### src/ivp_defs.vh
// vector placement constants: offsets, widths, reset values
// assumes 12-bit word program addresses
`ifndef IVP_DEFS_VH
`define IVP_DEFS_VH
`define IVP_AW 12
`define IVP_NSRC 25
`define IVP_RESET_OFS 12'h000
`define IVP_TABLE_OFS 12'h001
`define IVP_BOOT_START_DEF 12'hC00
`define IVP_FUSE_PROGRAMMED 1'b0
`define IVP_SEL_RST 1'b0
`define IVP_ZERO_BASE 12'h000
`define IVP_NUM_OFS 5'h02
`define IVP_NUM_RST 5'h00
`define IVP_TAKE_RST 1'b0
`define IVP_AFTER_RST 1'b1
`define IVP_OFS_EXT_IRQ_ZERO 12'h001
`define IVP_OFS_EXT_IRQ_ONE 12'h002
`define IVP_OFS_PIN_CHG_ZERO 12'h003
`define IVP_OFS_PIN_CHG_ONE 12'h004
`define IVP_OFS_PIN_CHG_TWO 12'h005
`define IVP_OFS_WATCHDOG 12'h006
`define IVP_OFS_T2_MATCH_A 12'h007
`define IVP_OFS_T2_MATCH_B 12'h008
`define IVP_OFS_T2_WRAP 12'h009
`define IVP_OFS_T1_CAPTURE 12'h00A
`define IVP_OFS_T1_MATCH_A 12'h00B
`define IVP_OFS_T1_MATCH_B 12'h00C
`define IVP_OFS_T1_WRAP 12'h00D
`define IVP_OFS_T0_MATCH_A 12'h00E
`define IVP_OFS_T0_MATCH_B 12'h00F
`define IVP_OFS_T0_WRAP 12'h010
`define IVP_OFS_SERIAL_DONE 12'h011
`define IVP_OFS_UART_RX_DONE 12'h012
`define IVP_OFS_UART_TX_EMPTY 12'h013
`define IVP_OFS_UART_TX_DONE 12'h014
`define IVP_OFS_CONVERTER 12'h015
`define IVP_OFS_EEPROM_IDLE 12'h016
`define IVP_OFS_COMPARATOR 12'h017
`define IVP_OFS_TWO_WIRE 12'h018
`define IVP_OFS_PROG_STORE 12'h019
`endif

### src/ivp_vector_gen.v
// reset and interrupt vector address generator for the core fetch unit
// assumes requests are synchronous levels from peripherals
// Overview of operation
// unprogrammed fuse: reset starts at 0x000
// programmed fuse: reset at boot loader address
// fuse value 1 unprogrammed, 0 programmed
// select bit moves table to boot+0x001
// relocated target is table address plus boot
// external, pin change, watchdog at 0x001-0x006
// timer vectors occupy 0x007 through 0x010
// serial through program-store vectors 0x011-0x019
// only enabled sources are ever vectored
// lowest vector number wins when several pend
`include "ivp_defs.vh"
module ivp_vector_gen
(
    input wire clk,
    input wire rst,
    input wire boot_reset_fuse,
    input wire [11:0] boot_start_addr,
    input wire vector_base_select,
    input wire global_irq_enable,
    input wire [24:0] irq_pending,
    input wire [24:0] irq_enable,
    input wire irq_ack,
    output reg [11:0] reset_target_r,
    output reg [11:0] vector_target_r,
    output reg [4:0] vector_num_r,
    output reg irq_take_r,
    output reg after_reset_r
);
    // source bit i (0..24) corresponds to vector number i+2:
    // 0 ext_irq_zero, 1 ext_irq_one, 2..4 pin_change_irq_zero..two,
    // 5 watchdog_timeout_irq, 6..8 timer_two_match_a/b/wrap,
    // 9..12 timer_one_capture/match_a/match_b/wrap,
    // 13..15 timer_zero_match_a/b/wrap, 16 serial_xfer_done_irq,
    // 17..19 uart rx/tx_buffer_empty/tx done, 20 converter,
    // 21 eeprom_idle_irq, 22 comparator, 23 two_wire_irq,
    // 24 program_store_idle_irq
    wire [24:0] active;
    wire ext_irq_zero;
    wire ext_irq_one;
    wire pin_change_irq_zero;
    wire pin_change_irq_one;
    wire pin_change_irq_two;
    wire watchdog_timeout_irq;
    wire timer_two_match_a;
    wire timer_two_match_b;
    wire timer_two_wrap;
    wire timer_one_capture;
    wire timer_one_match_a;
    wire timer_one_match_b;
    wire timer_one_wrap;
    wire timer_zero_match_a;
    wire timer_zero_match_b;
    wire timer_zero_wrap;
    wire serial_xfer_done_irq;
    wire uart_rx_done_irq;
    wire uart_tx_buffer_empty_irq;
    wire uart_tx_done_irq;
    wire converter_done_irq;
    wire eeprom_idle_irq;
    wire comparator_irq;
    wire two_wire_irq;
    wire program_store_idle_irq;
    reg [4:0] idx_nxt;
    reg found_nxt;
    reg [11:0] ofs_nxt;
    reg [11:0] base_nxt;
    reg [11:0] reset_nxt;

    assign active = irq_pending & irq_enable;
    assign ext_irq_zero = active[0];
    assign ext_irq_one = active[1];
    assign pin_change_irq_zero = active[2];
    assign pin_change_irq_one = active[3];
    assign pin_change_irq_two = active[4];
    assign watchdog_timeout_irq = active[5];
    assign timer_two_match_a = active[6];
    assign timer_two_match_b = active[7];
    assign timer_two_wrap = active[8];
    assign timer_one_capture = active[9];
    assign timer_one_match_a = active[10];
    assign timer_one_match_b = active[11];
    assign timer_one_wrap = active[12];
    assign timer_zero_match_a = active[13];
    assign timer_zero_match_b = active[14];
    assign timer_zero_wrap = active[15];
    assign serial_xfer_done_irq = active[16];
    assign uart_rx_done_irq = active[17];
    assign uart_tx_buffer_empty_irq = active[18];
    assign uart_tx_done_irq = active[19];
    assign converter_done_irq = active[20];
    assign eeprom_idle_irq = active[21];
    assign comparator_irq = active[22];
    assign two_wire_irq = active[23];
    assign program_store_idle_irq = active[24];

    // fixed priority: first match in vector order wins
    always @*
    begin
        idx_nxt = 5'h00;
        found_nxt = 1'b1;
        if (ext_irq_zero)
        begin
            idx_nxt = 5'h00;
        end
        else if (ext_irq_one)
        begin
            idx_nxt = 5'h01;
        end
        else if (pin_change_irq_zero)
        begin
            idx_nxt = 5'h02;
        end
        else if (pin_change_irq_one)
        begin
            idx_nxt = 5'h03;
        end
        else if (pin_change_irq_two)
        begin
            idx_nxt = 5'h04;
        end
        else if (watchdog_timeout_irq)
        begin
            idx_nxt = 5'h05;
        end
        else if (timer_two_match_a)
        begin
            idx_nxt = 5'h06;
        end
        else if (timer_two_match_b)
        begin
            idx_nxt = 5'h07;
        end
        else if (timer_two_wrap)
        begin
            idx_nxt = 5'h08;
        end
        else if (timer_one_capture)
        begin
            idx_nxt = 5'h09;
        end
        else if (timer_one_match_a)
        begin
            idx_nxt = 5'h0A;
        end
        else if (timer_one_match_b)
        begin
            idx_nxt = 5'h0B;
        end
        else if (timer_one_wrap)
        begin
            idx_nxt = 5'h0C;
        end
        else if (timer_zero_match_a)
        begin
            idx_nxt = 5'h0D;
        end
        else if (timer_zero_match_b)
        begin
            idx_nxt = 5'h0E;
        end
        else if (timer_zero_wrap)
        begin
            idx_nxt = 5'h0F;
        end
        else if (serial_xfer_done_irq)
        begin
            idx_nxt = 5'h10;
        end
        else if (uart_rx_done_irq)
        begin
            idx_nxt = 5'h11;
        end
        else if (uart_tx_buffer_empty_irq)
        begin
            idx_nxt = 5'h12;
        end
        else if (uart_tx_done_irq)
        begin
            idx_nxt = 5'h13;
        end
        else if (converter_done_irq)
        begin
            idx_nxt = 5'h14;
        end
        else if (eeprom_idle_irq)
        begin
            idx_nxt = 5'h15;
        end
        else if (comparator_irq)
        begin
            idx_nxt = 5'h16;
        end
        else if (two_wire_irq)
        begin
            idx_nxt = 5'h17;
        end
        else if (program_store_idle_irq)
        begin
            idx_nxt = 5'h18;
        end
        else
        begin
            found_nxt = 1'b0;
        end
    end

    // table offset of the winning source
    always @*
    begin
        case (idx_nxt)
            5'h00: ofs_nxt = `IVP_OFS_EXT_IRQ_ZERO;
            5'h01: ofs_nxt = `IVP_OFS_EXT_IRQ_ONE;
            5'h02: ofs_nxt = `IVP_OFS_PIN_CHG_ZERO;
            5'h03: ofs_nxt = `IVP_OFS_PIN_CHG_ONE;
            5'h04: ofs_nxt = `IVP_OFS_PIN_CHG_TWO;
            5'h05: ofs_nxt = `IVP_OFS_WATCHDOG;
            5'h06: ofs_nxt = `IVP_OFS_T2_MATCH_A;
            5'h07: ofs_nxt = `IVP_OFS_T2_MATCH_B;
            5'h08: ofs_nxt = `IVP_OFS_T2_WRAP;
            5'h09: ofs_nxt = `IVP_OFS_T1_CAPTURE;
            5'h0A: ofs_nxt = `IVP_OFS_T1_MATCH_A;
            5'h0B: ofs_nxt = `IVP_OFS_T1_MATCH_B;
            5'h0C: ofs_nxt = `IVP_OFS_T1_WRAP;
            5'h0D: ofs_nxt = `IVP_OFS_T0_MATCH_A;
            5'h0E: ofs_nxt = `IVP_OFS_T0_MATCH_B;
            5'h0F: ofs_nxt = `IVP_OFS_T0_WRAP;
            5'h10: ofs_nxt = `IVP_OFS_SERIAL_DONE;
            5'h11: ofs_nxt = `IVP_OFS_UART_RX_DONE;
            5'h12: ofs_nxt = `IVP_OFS_UART_TX_EMPTY;
            5'h13: ofs_nxt = `IVP_OFS_UART_TX_DONE;
            5'h14: ofs_nxt = `IVP_OFS_CONVERTER;
            5'h15: ofs_nxt = `IVP_OFS_EEPROM_IDLE;
            5'h16: ofs_nxt = `IVP_OFS_COMPARATOR;
            5'h17: ofs_nxt = `IVP_OFS_TWO_WIRE;
            5'h18: ofs_nxt = `IVP_OFS_PROG_STORE;
            default: ofs_nxt = `IVP_TABLE_OFS;
        endcase
    end

    always @*
    begin
        if (boot_reset_fuse == `IVP_FUSE_PROGRAMMED)
            reset_nxt = boot_start_addr;
        else
            reset_nxt = `IVP_RESET_OFS;
        if (vector_base_select)
            base_nxt = boot_start_addr;
        else
            base_nxt = `IVP_ZERO_BASE;
    end

    always @(posedge clk or posedge rst)
    begin
        if (rst)
        begin
            reset_target_r <= `IVP_RESET_OFS;
            vector_target_r <= `IVP_TABLE_OFS;
            vector_num_r <= `IVP_NUM_RST;
            irq_take_r <= `IVP_TAKE_RST;
            after_reset_r <= `IVP_AFTER_RST;
        end
        else
        begin
            reset_target_r <= reset_nxt;
            after_reset_r <= 1'b0;
            // vector index maps table offsets 0x001..0x019
            irq_take_r <= found_nxt & global_irq_enable & ~irq_ack;
            if (found_nxt)
            begin
                vector_num_r <= idx_nxt + `IVP_NUM_OFS;
                vector_target_r <= base_nxt + ofs_nxt;
            end
        end
    end
endmodule // ivp_vector_gen

### config.mk
export PLATFORM = sky130hd
export DESIGN_NAME = ivp_vector_gen
export DESIGN_NICKNAME = d
export VERILOG_FILES = /design/src/ivp_vector_gen.v
export VERILOG_INCLUDE_DIRS = /design/src
export SDC_FILE = /design/constraint.sdc
export NUM_CORES = 1
export LEC_CHECK = 0
export ABC_AREA = 1
export ABC_CLOCK_PERIOD_IN_PS = 800
export CORE_UTILIZATION = 40
export DETAILED_ROUTE_END_ITERATION = 6
export DONT_BUFFER_PORTS = 1
export SLEW_MARGIN = 20
export SYNTH_ARGS = -nofsm -noshare
export SYNTH_HDL_FRONTEND = slang
export SYNTH_SLANG_ARGS = --single-unit
### constraint.sdc
create_clock -name clk -period 0.8 [get_ports clk]
set_input_delay 0 -clock clk [delete_from_list [all_inputs] [get_ports clk]]
set_output_delay 0 -clock clk [all_outputs]
set_load 0.01 [all_outputs]
==> results of run 1 <==
layout make-up:
type | count | area (um^2)
Multi-Input combinational cell | 207 | 1460
Fill cell | 390 | 1420
Sequential cell | 31 | 778
Timing Repair Buffer | 81 | 751
Inverter | 36 | 146
Tap cell | 67 | 83.8
Clock buffer | 6 | 82.6
Clock inverter | 2 | 35.0
layer usage:
| layer | global-route usage [%] | vias to the layer above |
|---|---|---|
| met5 | 0 | - |
| met4 | 5.88 | 0 |
| met3 | 5.42 | 7 |
| met2 | 34.5 | 61 |
| met1 | 26.4 | 917 |
| li1 | - | 1025 |
cells in the final DEF (no fill, tap or decap), types with 2 or more instances in the layout:
cell type,count
nand2_1,73
buf_4,45
dfrtp_1,29
nor2_1,25
inv_1,23
nand2_2,22
nand2_4,17
dlygate4sd3_1,16
buf_6,16
o21ai_1,10
nor2_4,8
inv_2,8
a21oi_2,7
ha_4,6
clkbuf_8,6
nand3_2,5
nand2_8,4
nor2_2,3
nand3_1,3
o21ai_2,3
ha_1,3
clkinv_2,2
o31ai_1,2
inv_4,2
xnor2_1,2
xnor2_2,2
dfstp_2,2
registers in the layout, summed over array words and instances (netlist names):
register         count
vector_target_r     12
reset_target_r      12
after_reset_r        1
vector_num_r         5
irq_take_r           1
report_power, final:
part	internal (uW)	switching, uW	total (uW)	leakage, uW
Combinational	900	741	1640	0.00128
Clock	1010	605	1610	0.0000612
Sequential	1730	123	1850	0.000389
timing repair:
item / in CTS / in global routing
gates resized for setup: 27 / 36
endpoints found under the hold margin: 49 / 2
setup endpoints to repair: 29 / 35
pin swaps: 11 / 23
setup buffers: 10 / 10
cloned: 0 / 1
through the flow:
| stage | TNS, ns | utilization, % | hold slack [ns] | setup WS [ns] |
|---|---|---|---|---|
| finish | -22.32 | 70.2 | -0.0956 | -2.08 |
| global route | -28.41 | 70.2 | -0.0982 | -2.56 |
| CTS | -22.30 | 65.1 | -0.102 | -2.04 |
| detailed placement | -27.62 | 55.1 | -0.216 | -2.40 |
| global placement | -27.15 | 55.1 | -0.221 | -2.38 |
| floorplan | -22.55 | - | 0.0607 | -2.13 |
kinds of logic after synthesis:
| logic type | count (synthesis) | share of synthesized area, % |
|---|---|---|
| XOR/XNOR | 5 | 2.21 |
| flip-flops | 31 | 39.3 |
| buffers and inverters | 40 | 8.22 |
| other | 1 | 0.189 |
| adder cells (fa/ha/maj) | 10 | 6.70 |
| AND/OR/NAND/NOR | 162 | 34.8 |
| AO/OA/AOI/OAI | 29 | 8.53 |
path summary, 6_finish.rpt:
| check | to | startpoint | cells past startpoint | slack [ns] |
|---|---|---|---|---|
| max | vector_target_r[8]$_DFFE_PP0N_ | irq_pending[23] | 41 | -2.08 |
| min | vector_target_r[9]$_DFFE_PP0N_ | vector_base_select | 2 | -0.1 |
| max reg2reg | vector_target_r[6]$_DFFE_PP0N_ | vector_target_r[6]$_DFFE_PP0N_ | 3 | 0.04 |
| min reg2reg | vector_target_r[0]$_DFFE_PP1N_ | vector_target_r[0]$_DFFE_PP1N_ | 2 | 0.48 |
| max in group asynchronous | vector_target_r[0]$_DFFE_PP1N_ | rst | 3 | 0.31 |
| min in group asynchronous | irq_take_r$_DFF_PP0_ | rst | 2 | 0.03 |
worst max-delay path: cells and delay by family:
| kind | cells | cell delay, ns |
|---|---|---|
| simple gates | 29 | 1.63 |
| compound gates | 6 | 0.68 |
| fa+ha+maj | 2 | 0.46 |
| buf+inv | 4 | 0.27 |
==> summary.md, run 1 <==
| Metric | Value |
|---|---|
| Library cells used by synthesis | 33 |
| Syn_nets | 356 |
| Cell total after placement | 386 |
| Die height | 72.3 um |
| Mapped Cells | about 280 |
| Status | complete, but fails checks |
| Post-synth top cells | 103 x nand2_1, 32 x nor2_1, 29 x dfrtp_1, 26 x inv_1, 12 x o21ai_1 |
| Worst Skew | 0 ns |
| CORE AREA | about 0.0048 mm^2 |
| DP Wirelength | 3490 um |
| Yosys Warn Count | 0 |
| Metal2 WL | 2590 um |
| Max Fclk | 348 MHz |
| RSZ-0062 raised after global routing | true |
| CP Data Required Time | 0.97 ns |
| CTS sink count | 31 |
| CTS root buf | clkbuf_8 |
| Number of global-route vias before repair | around 1900 |
| Top cell type's share of synthesized area | 36.7% |
| Pin count of the biggest net entering global routing | 30 |
| Final Setup Violations | 26 |
| Power Dens Cells | about 1500 mW/mm^2 |
| Worst setup EP type | flop |
| Power, Total | 5100 uW |
| Post-synthesis sequential area ratio | 39.3% |
| Detailed Routing Iterations Pass 1 | 4 |
| H-tree Lvls | 2 |
| Placed Area | 0.00262 mm^2 |
| Synth-to-Final Area Change | 68.6% |
| Post-route ant nets | 0 |
| Worst EP arrival | 3.05 ns |
| Slowest cell on crit path | ha_4 |
| Number of diodes | 0 |
| Setup ws final | -2.08 ns |
| Cell Count, Final, Fillers Out | between 400 and 500 |
| Cts hold-fix bufs | 17 |
| Clock Path Buffers | 2 |
| Max Cap Viol | 0 |
| Peak per-stage delay on the critical path | 0.30 ns |
| Violated checks | hold timing, setup timing |
| Syn avg cell area | 7.12 um^2 |
| Fraction of registers with async set/reset | 100% |
| Synth area leaders | dfrtp_1 37%, nand2_1 20%, nor2_1 6.1% |
| # DRC | 0 |
| Row cnt | 25 |
| Aggregate global-route resource usage | 20.7% |
| Ys flop type | dfrtp_1 |
| IO Port Bufs | 0 |
| Clk Latency, worst-skew pair | between 0.2 and 0.3 ns |
| CTS tree | done |
| Initial antenna violation count | 0 |
| Most common cell in the netlist | nand2_1 |
| 1st-iter DRT viols | 99 |
| Synth Register Bits | 31 |
| Clock transition at path regs | 0.07 ns |
| Most used cell, CP | nand2_1 |
| Final min period | 2.88 ns |
| Routed WL per cell | 12.1 um |
| Fraction of layout cells with a size suffix above 1 | 45.7% |
| Leakage | 0.00173 uW |
| Num CTS Buffers | 5 |
| Die X | 72.3 um |
| Hold WS | -0.0956 ns |
| First-pass GRT wire length | about 8400 um |
| I/O pin count | 99 |
| Worst setup SP type | input port |
| Nets | 440 |
| Hold Fails Final Rpt | 4 |
| Critical path class | input port to flop |
| EDFF count, synth | 0 |
| Worst relative slew slack | 66.1% |
| Hold WC Path Type | input port to flop |
| Via count | 2010 |
| Most area-hungry cell type in the Yosys netlist | dfrtp_1 |
| Final WL | 5190 um |
| DR top layer | met4 |
| Final period utilization | 360% |
| Fin area | 0.00334 mm^2 |
| Worst-margin pin slew | between 0.5 and 0.6 ns |
| Grt total ovfl | 0 |
| Fin. max-slew vios | 0 |
| Syn Std Cell Area | 0.00198 mm^2 |
| Final Wtd Congestion | 0.802 |
| Metal3 WL | just over 300 um |
| Critical path peak fanout | 4 |
| Initial Util | 41.6% |
| Max VDD drop | 1.34 mV |
| Met1 WL | 2230 um |
| Via density | 4.67 |
| Die Footprint | 0.00523 mm^2 |
Power figures use the tool's default switching activity.
==> run 2, diff against run 1 <==
--- a/config.mk
+++ b/config.mk
@@ -7,7 +7,8 @@
 export NUM_CORES = 1
 export LEC_CHECK = 0
 export ABC_AREA = 1
-export ABC_CLOCK_PERIOD_IN_PS = 800
+export ABC_CLOCK_PERIOD_IN_PS = 2450
+export CORE_MARGIN = 4
 export CORE_UTILIZATION = 40
 export DETAILED_ROUTE_END_ITERATION = 6
 export DONT_BUFFER_PORTS = 1
==> constraint.sdc (replaced) <==
create_clock -name clk -period 2.45 [get_ports clk]
set_input_delay 0 -clock clk [delete_from_list [all_inputs] [get_ports clk]]
set_output_delay 0 -clock clk [all_outputs]
set_load 0.01 [all_outputs]
==> run 2 against run 1 <==
Net effect:
- the flow finishes with violations (setup timing)
- clock skew stayed put
- critical path depth is 2 higher
- via count is 3.4% lower
- non-clock buffer count is 21 lower
- global-route usage is 4.6 points lower
- critical endpoint is now vector_target_r[11]$_DFFE_PP0N_
==> summary.md, run 2 (synthesis results as in run 1) <==
| Metric | Value |
|---|---|
| Final Wtd Congestion | 0.856 (was 0.802) |
| Sw power | 409 uW (was 1470 uW) |
| Via density | 4.75 (was 4.67) |
| Most frequent cells in the layout | 97 x nand2_1, 40 x buf_4, 31 x nor2_1 (was 73 x nand2_1, 45 x buf_4, 29 x dfrtp_1) |
| DP Wirelength | 3580 um (was 3490 um) |
| Metal3 WL | 413 um (was 311 um) |
| Initial antenna violation count | 0 (unchanged) |
| Power Dens Cells | 486 mW/mm^2 (was 1530 mW/mm^2) |
| Nets | 419 (was 440) |
| Hold endpoint | vector_target_r[10]$_DFFE_PP0N_ (was vector_target_r[9]$_DFFE_PP0N_) |
| Reg2reg setup slack | 1.70 ns (was 0.04 ns) |
| CTS sink count | 31 (unchanged) |
| RSZ-0062 raised after global routing | true (unchanged) |
| Pin count of the biggest net entering global routing | 31 (was 30) |
| Number of global-route vias before repair | 1836 (was 1884) |
| Leakage | 0.00148 uW (was 0.00173 uW) |
| Reg2Reg Depth | 2 (was 3) |
| Met1 WL | 1910 um (was 2230 um) |
| Die X | 78.3 um (was 72.3 um) |
| Largest delay contributor family on the critical path | simple AND/OR/NAND/NOR gates (unchanged) |
| Final min period | 2.92 ns |
| Largest regs | reset_target_r (12), vector_target_r (12), vector_num_r (5) (unchanged) |
| Slowest cell on crit path | ha_1 (was ha_4) |
| # DRC | 0 (unchanged) |
| Critical path class | input port to flop (unchanged) |
| Fraction of layout cells with a size suffix above 1 | 28.7% (was 45.7%) |
| HP Start | vector_base_select (unchanged) |
| Violated checks | setup timing (was hold timing, setup timing) |
| DR top layer | met4 (unchanged) |
| Grt total ovfl | 0 (unchanged) |
| Hold WC Path Type | input port to flop (unchanged) |
| IO Port Bufs | 0 (unchanged) |
| Worst EP arrival | 3.15 ns (was 3.05 ns) |
| Final Setup Violations | 7 (was 26) |
| Post-route ant nets | 0 (unchanged) |
| Final core occ | 58.2% (was 70.2%) |
| Sw Share | 30.4% (was 28.8%) |
| Synth-to-Final Area Change | 39.9% (was 68.6%) |
| RR Endpoint | vector_target_r[0]$_DFFE_PP1N_ (was vector_target_r[6]$_DFFE_PP0N_) |
| Worst path bufs/invs | 2 (was 4) |
| First-pass GRT wire length | 7840 um (was 8400 um) |
| R2R Path Start | vector_target_r[0]$_DFFE_PP1N_ (was vector_target_r[6]$_DFFE_PP0N_) |
| Fillers | 449 (was 390) |
| Fin. max-slew vios | 0 (unchanged) |
| Worst setup SP type | input port (unchanged) |
| Via count | 1942 (was 2010) |
| Max Cap Viol | 0 (unchanged) |
| CTS tree | done (unchanged) |
| Commonest non-fill, non-tap cell in the layout | nand2_1 (unchanged) |
| Detailed Routing Iterations Pass 1 | 4 (unchanged) |
| Metal2 WL | 2430 um (was 2590 um) |
| CP Data Required Time | 2.67 ns (was 0.97 ns) |
| Final WL | 4880 um (was 5190 um) |
| Max VDD drop | 0.234 mV (was 1.34 mV) |
| Sequential share of power | 46.2% (was 36.2%) |
| Number of diodes | 0 (unchanged) |
| Hold Fails Final Rpt | 0 (was 4) |
| Worst setup EP type | flop (unchanged) |
| 1st-iter DRT viols | 52 (was 99) |
| P_int | 936 uW (was 3630 uW) |
| Die Footprint | 0.00614 mm^2 (was 0.00523 mm^2) |
| Placed Area | 0.00234 mm^2 (was 0.00262 mm^2) |
| Clk Latency, worst-skew pair | 0.28 ns (was 0.29 ns) |
| CTS root buf | clkbuf_8 (unchanged) |
| Critical path peak fanout | 3 (was 4) |
| Hold WS | 0.00795 ns (was -0.0956 ns) |
| Combinational Power Share | 25.5% (was 32.2%) |
| I/O pin count | 99 (unchanged) |
| Final period utilization | 119% |
| Clock transition at path regs | 0.06 ns (was 0.07 ns) |
| Setup ws final | -0.473 ns (was -2.08 ns) |
| Fin area | 0.00277 mm^2 (was 0.00334 mm^2) |
| Aggregate global-route resource usage | 16.1% (was 20.7%) |
| Num CTS Buffers | 5 (unchanged) |
| Die height | 78.3 um (was 72.3 um) |
| Clock Path Buffers | 2 (unchanged) |
| Hold depth | 3 (was 2) |
| CORE AREA | 0.00475 mm^2 (unchanged) |
| Worst Skew | 0 ns (unchanged) |
| Row cnt | 25 (unchanged) |
| Clock share of power | 28.2% (was 31.6%) |
| H-tree Lvls | 2 (unchanged) |
| Peak per-stage delay on the critical path | 0.33 ns (was 0.30 ns) |
| Max Fclk | between 300 and 400 MHz |
| Routed WL per cell | 11.9 um (was 12.1 um) |
| Most used cell, CP | nand2_1 (unchanged) |
| Status | complete, but fails checks (unchanged) |
| Initial Util | 41.6% (unchanged) |
run 2: cell count changes in the layout (fill, tap and decap cells not counted), sizes merged:
cell,previous run,this run
buf,63,40
dlygate4sd3,16,20
bufinv,1,0
dlymetal6s4s,1,0
run 2: what timing repair did:
action / CTS / global route
buffers inserted: 5 / 2
resized for setup: 11 / 7
pin swaps: 8 / 4
setup endpoints to repair: 8 / 10
hold endpoints to repair: 45 / 0
hold buffers: 20 / 0
run 2: layer usage:
| layer | global-route usage [%] | vias up |
|---|---|---|
| li1 | - | 980 |
| met1 | 18.1 | 878 |
| met2 | 28.2 | 73 |
| met3 | 4.13 | 11 |
| met4 | 7.87 | 0 |
| met5 | 0 | - |
run 2: cell type report:
| class | instances | area [um^2] | share of cell area [%] |
|---|---|---|---|
| tap | 67 | 83.8 | 3.03 |
| timing repair buffer | 60 | 500 | 18.1 |
| clock buffer | 7 | 76.3 | 2.76 |
| multi-input combinational | 207 | 1190 | 42.9 |
| inverter | 36 | 138 | 4.97 |
| sequential | 31 | 778 | 28.1 |
| clock inverter | 1 | 5.00 | 0.181 |
run 2: worst register-to-register path: stages (launching register included):
cell and delay [ns]:
dfstp_2 0.57, nand2_1 0.06, nand2_1 0.07
run 2: per-stage QoR:
stage / setup TNS (ns) / std cells / setup slack [ns] / power [uW]
after global routing: -5.39 / 409 / -0.819 / 1430
after global placement: -5.07 / 374 / -0.816 / 912
after floorplan: -2.25 / 278 / -0.487 / 818
after detailed placement: -5.21 / 374 / -0.823 / 919
final: -2.21 / 409 / -0.473 / 1340
after CTS: -2.43 / 407 / -0.485 / 1350
run 2: worst max path at each step:
| stage | start | endpoint | slack (ns) | depth (start not counted) |
|---|---|---|---|---|
| floorplan | irq_pending[23] | vector_target_r[11]$_DFFE_PP0N_ | -0.49 | 43 |
| finish | irq_pending[23] | vector_target_r[11]$_DFFE_PP0N_ | -0.47 | 43 |
| global route | irq_pending[23] | vector_target_r[11]$_DFFE_PP0N_ | -0.82 | 43 |
| global placement | irq_pending[23] | vector_target_r[11]$_DFFE_PP0N_ | -0.82 | 44 |
| detailed placement | irq_pending[22] | vector_target_r[11]$_DFFE_PP0N_ | -0.82 | 43 |
| CTS | irq_pending[23] | vector_target_r[11]$_DFFE_PP0N_ | -0.49 | 43 |
run 2: power by group through the flow:
stage          registers (uW)  logic (uW)  clock network (uW)
6_report                  622         344                 379
5_1_grt                   628         391                 413
4_1_cts                   623         336                 394
3_5_place_dp              632         287                   0
3_3_place_gp              630         282                   0
2_1_floorplan             619         199                   0
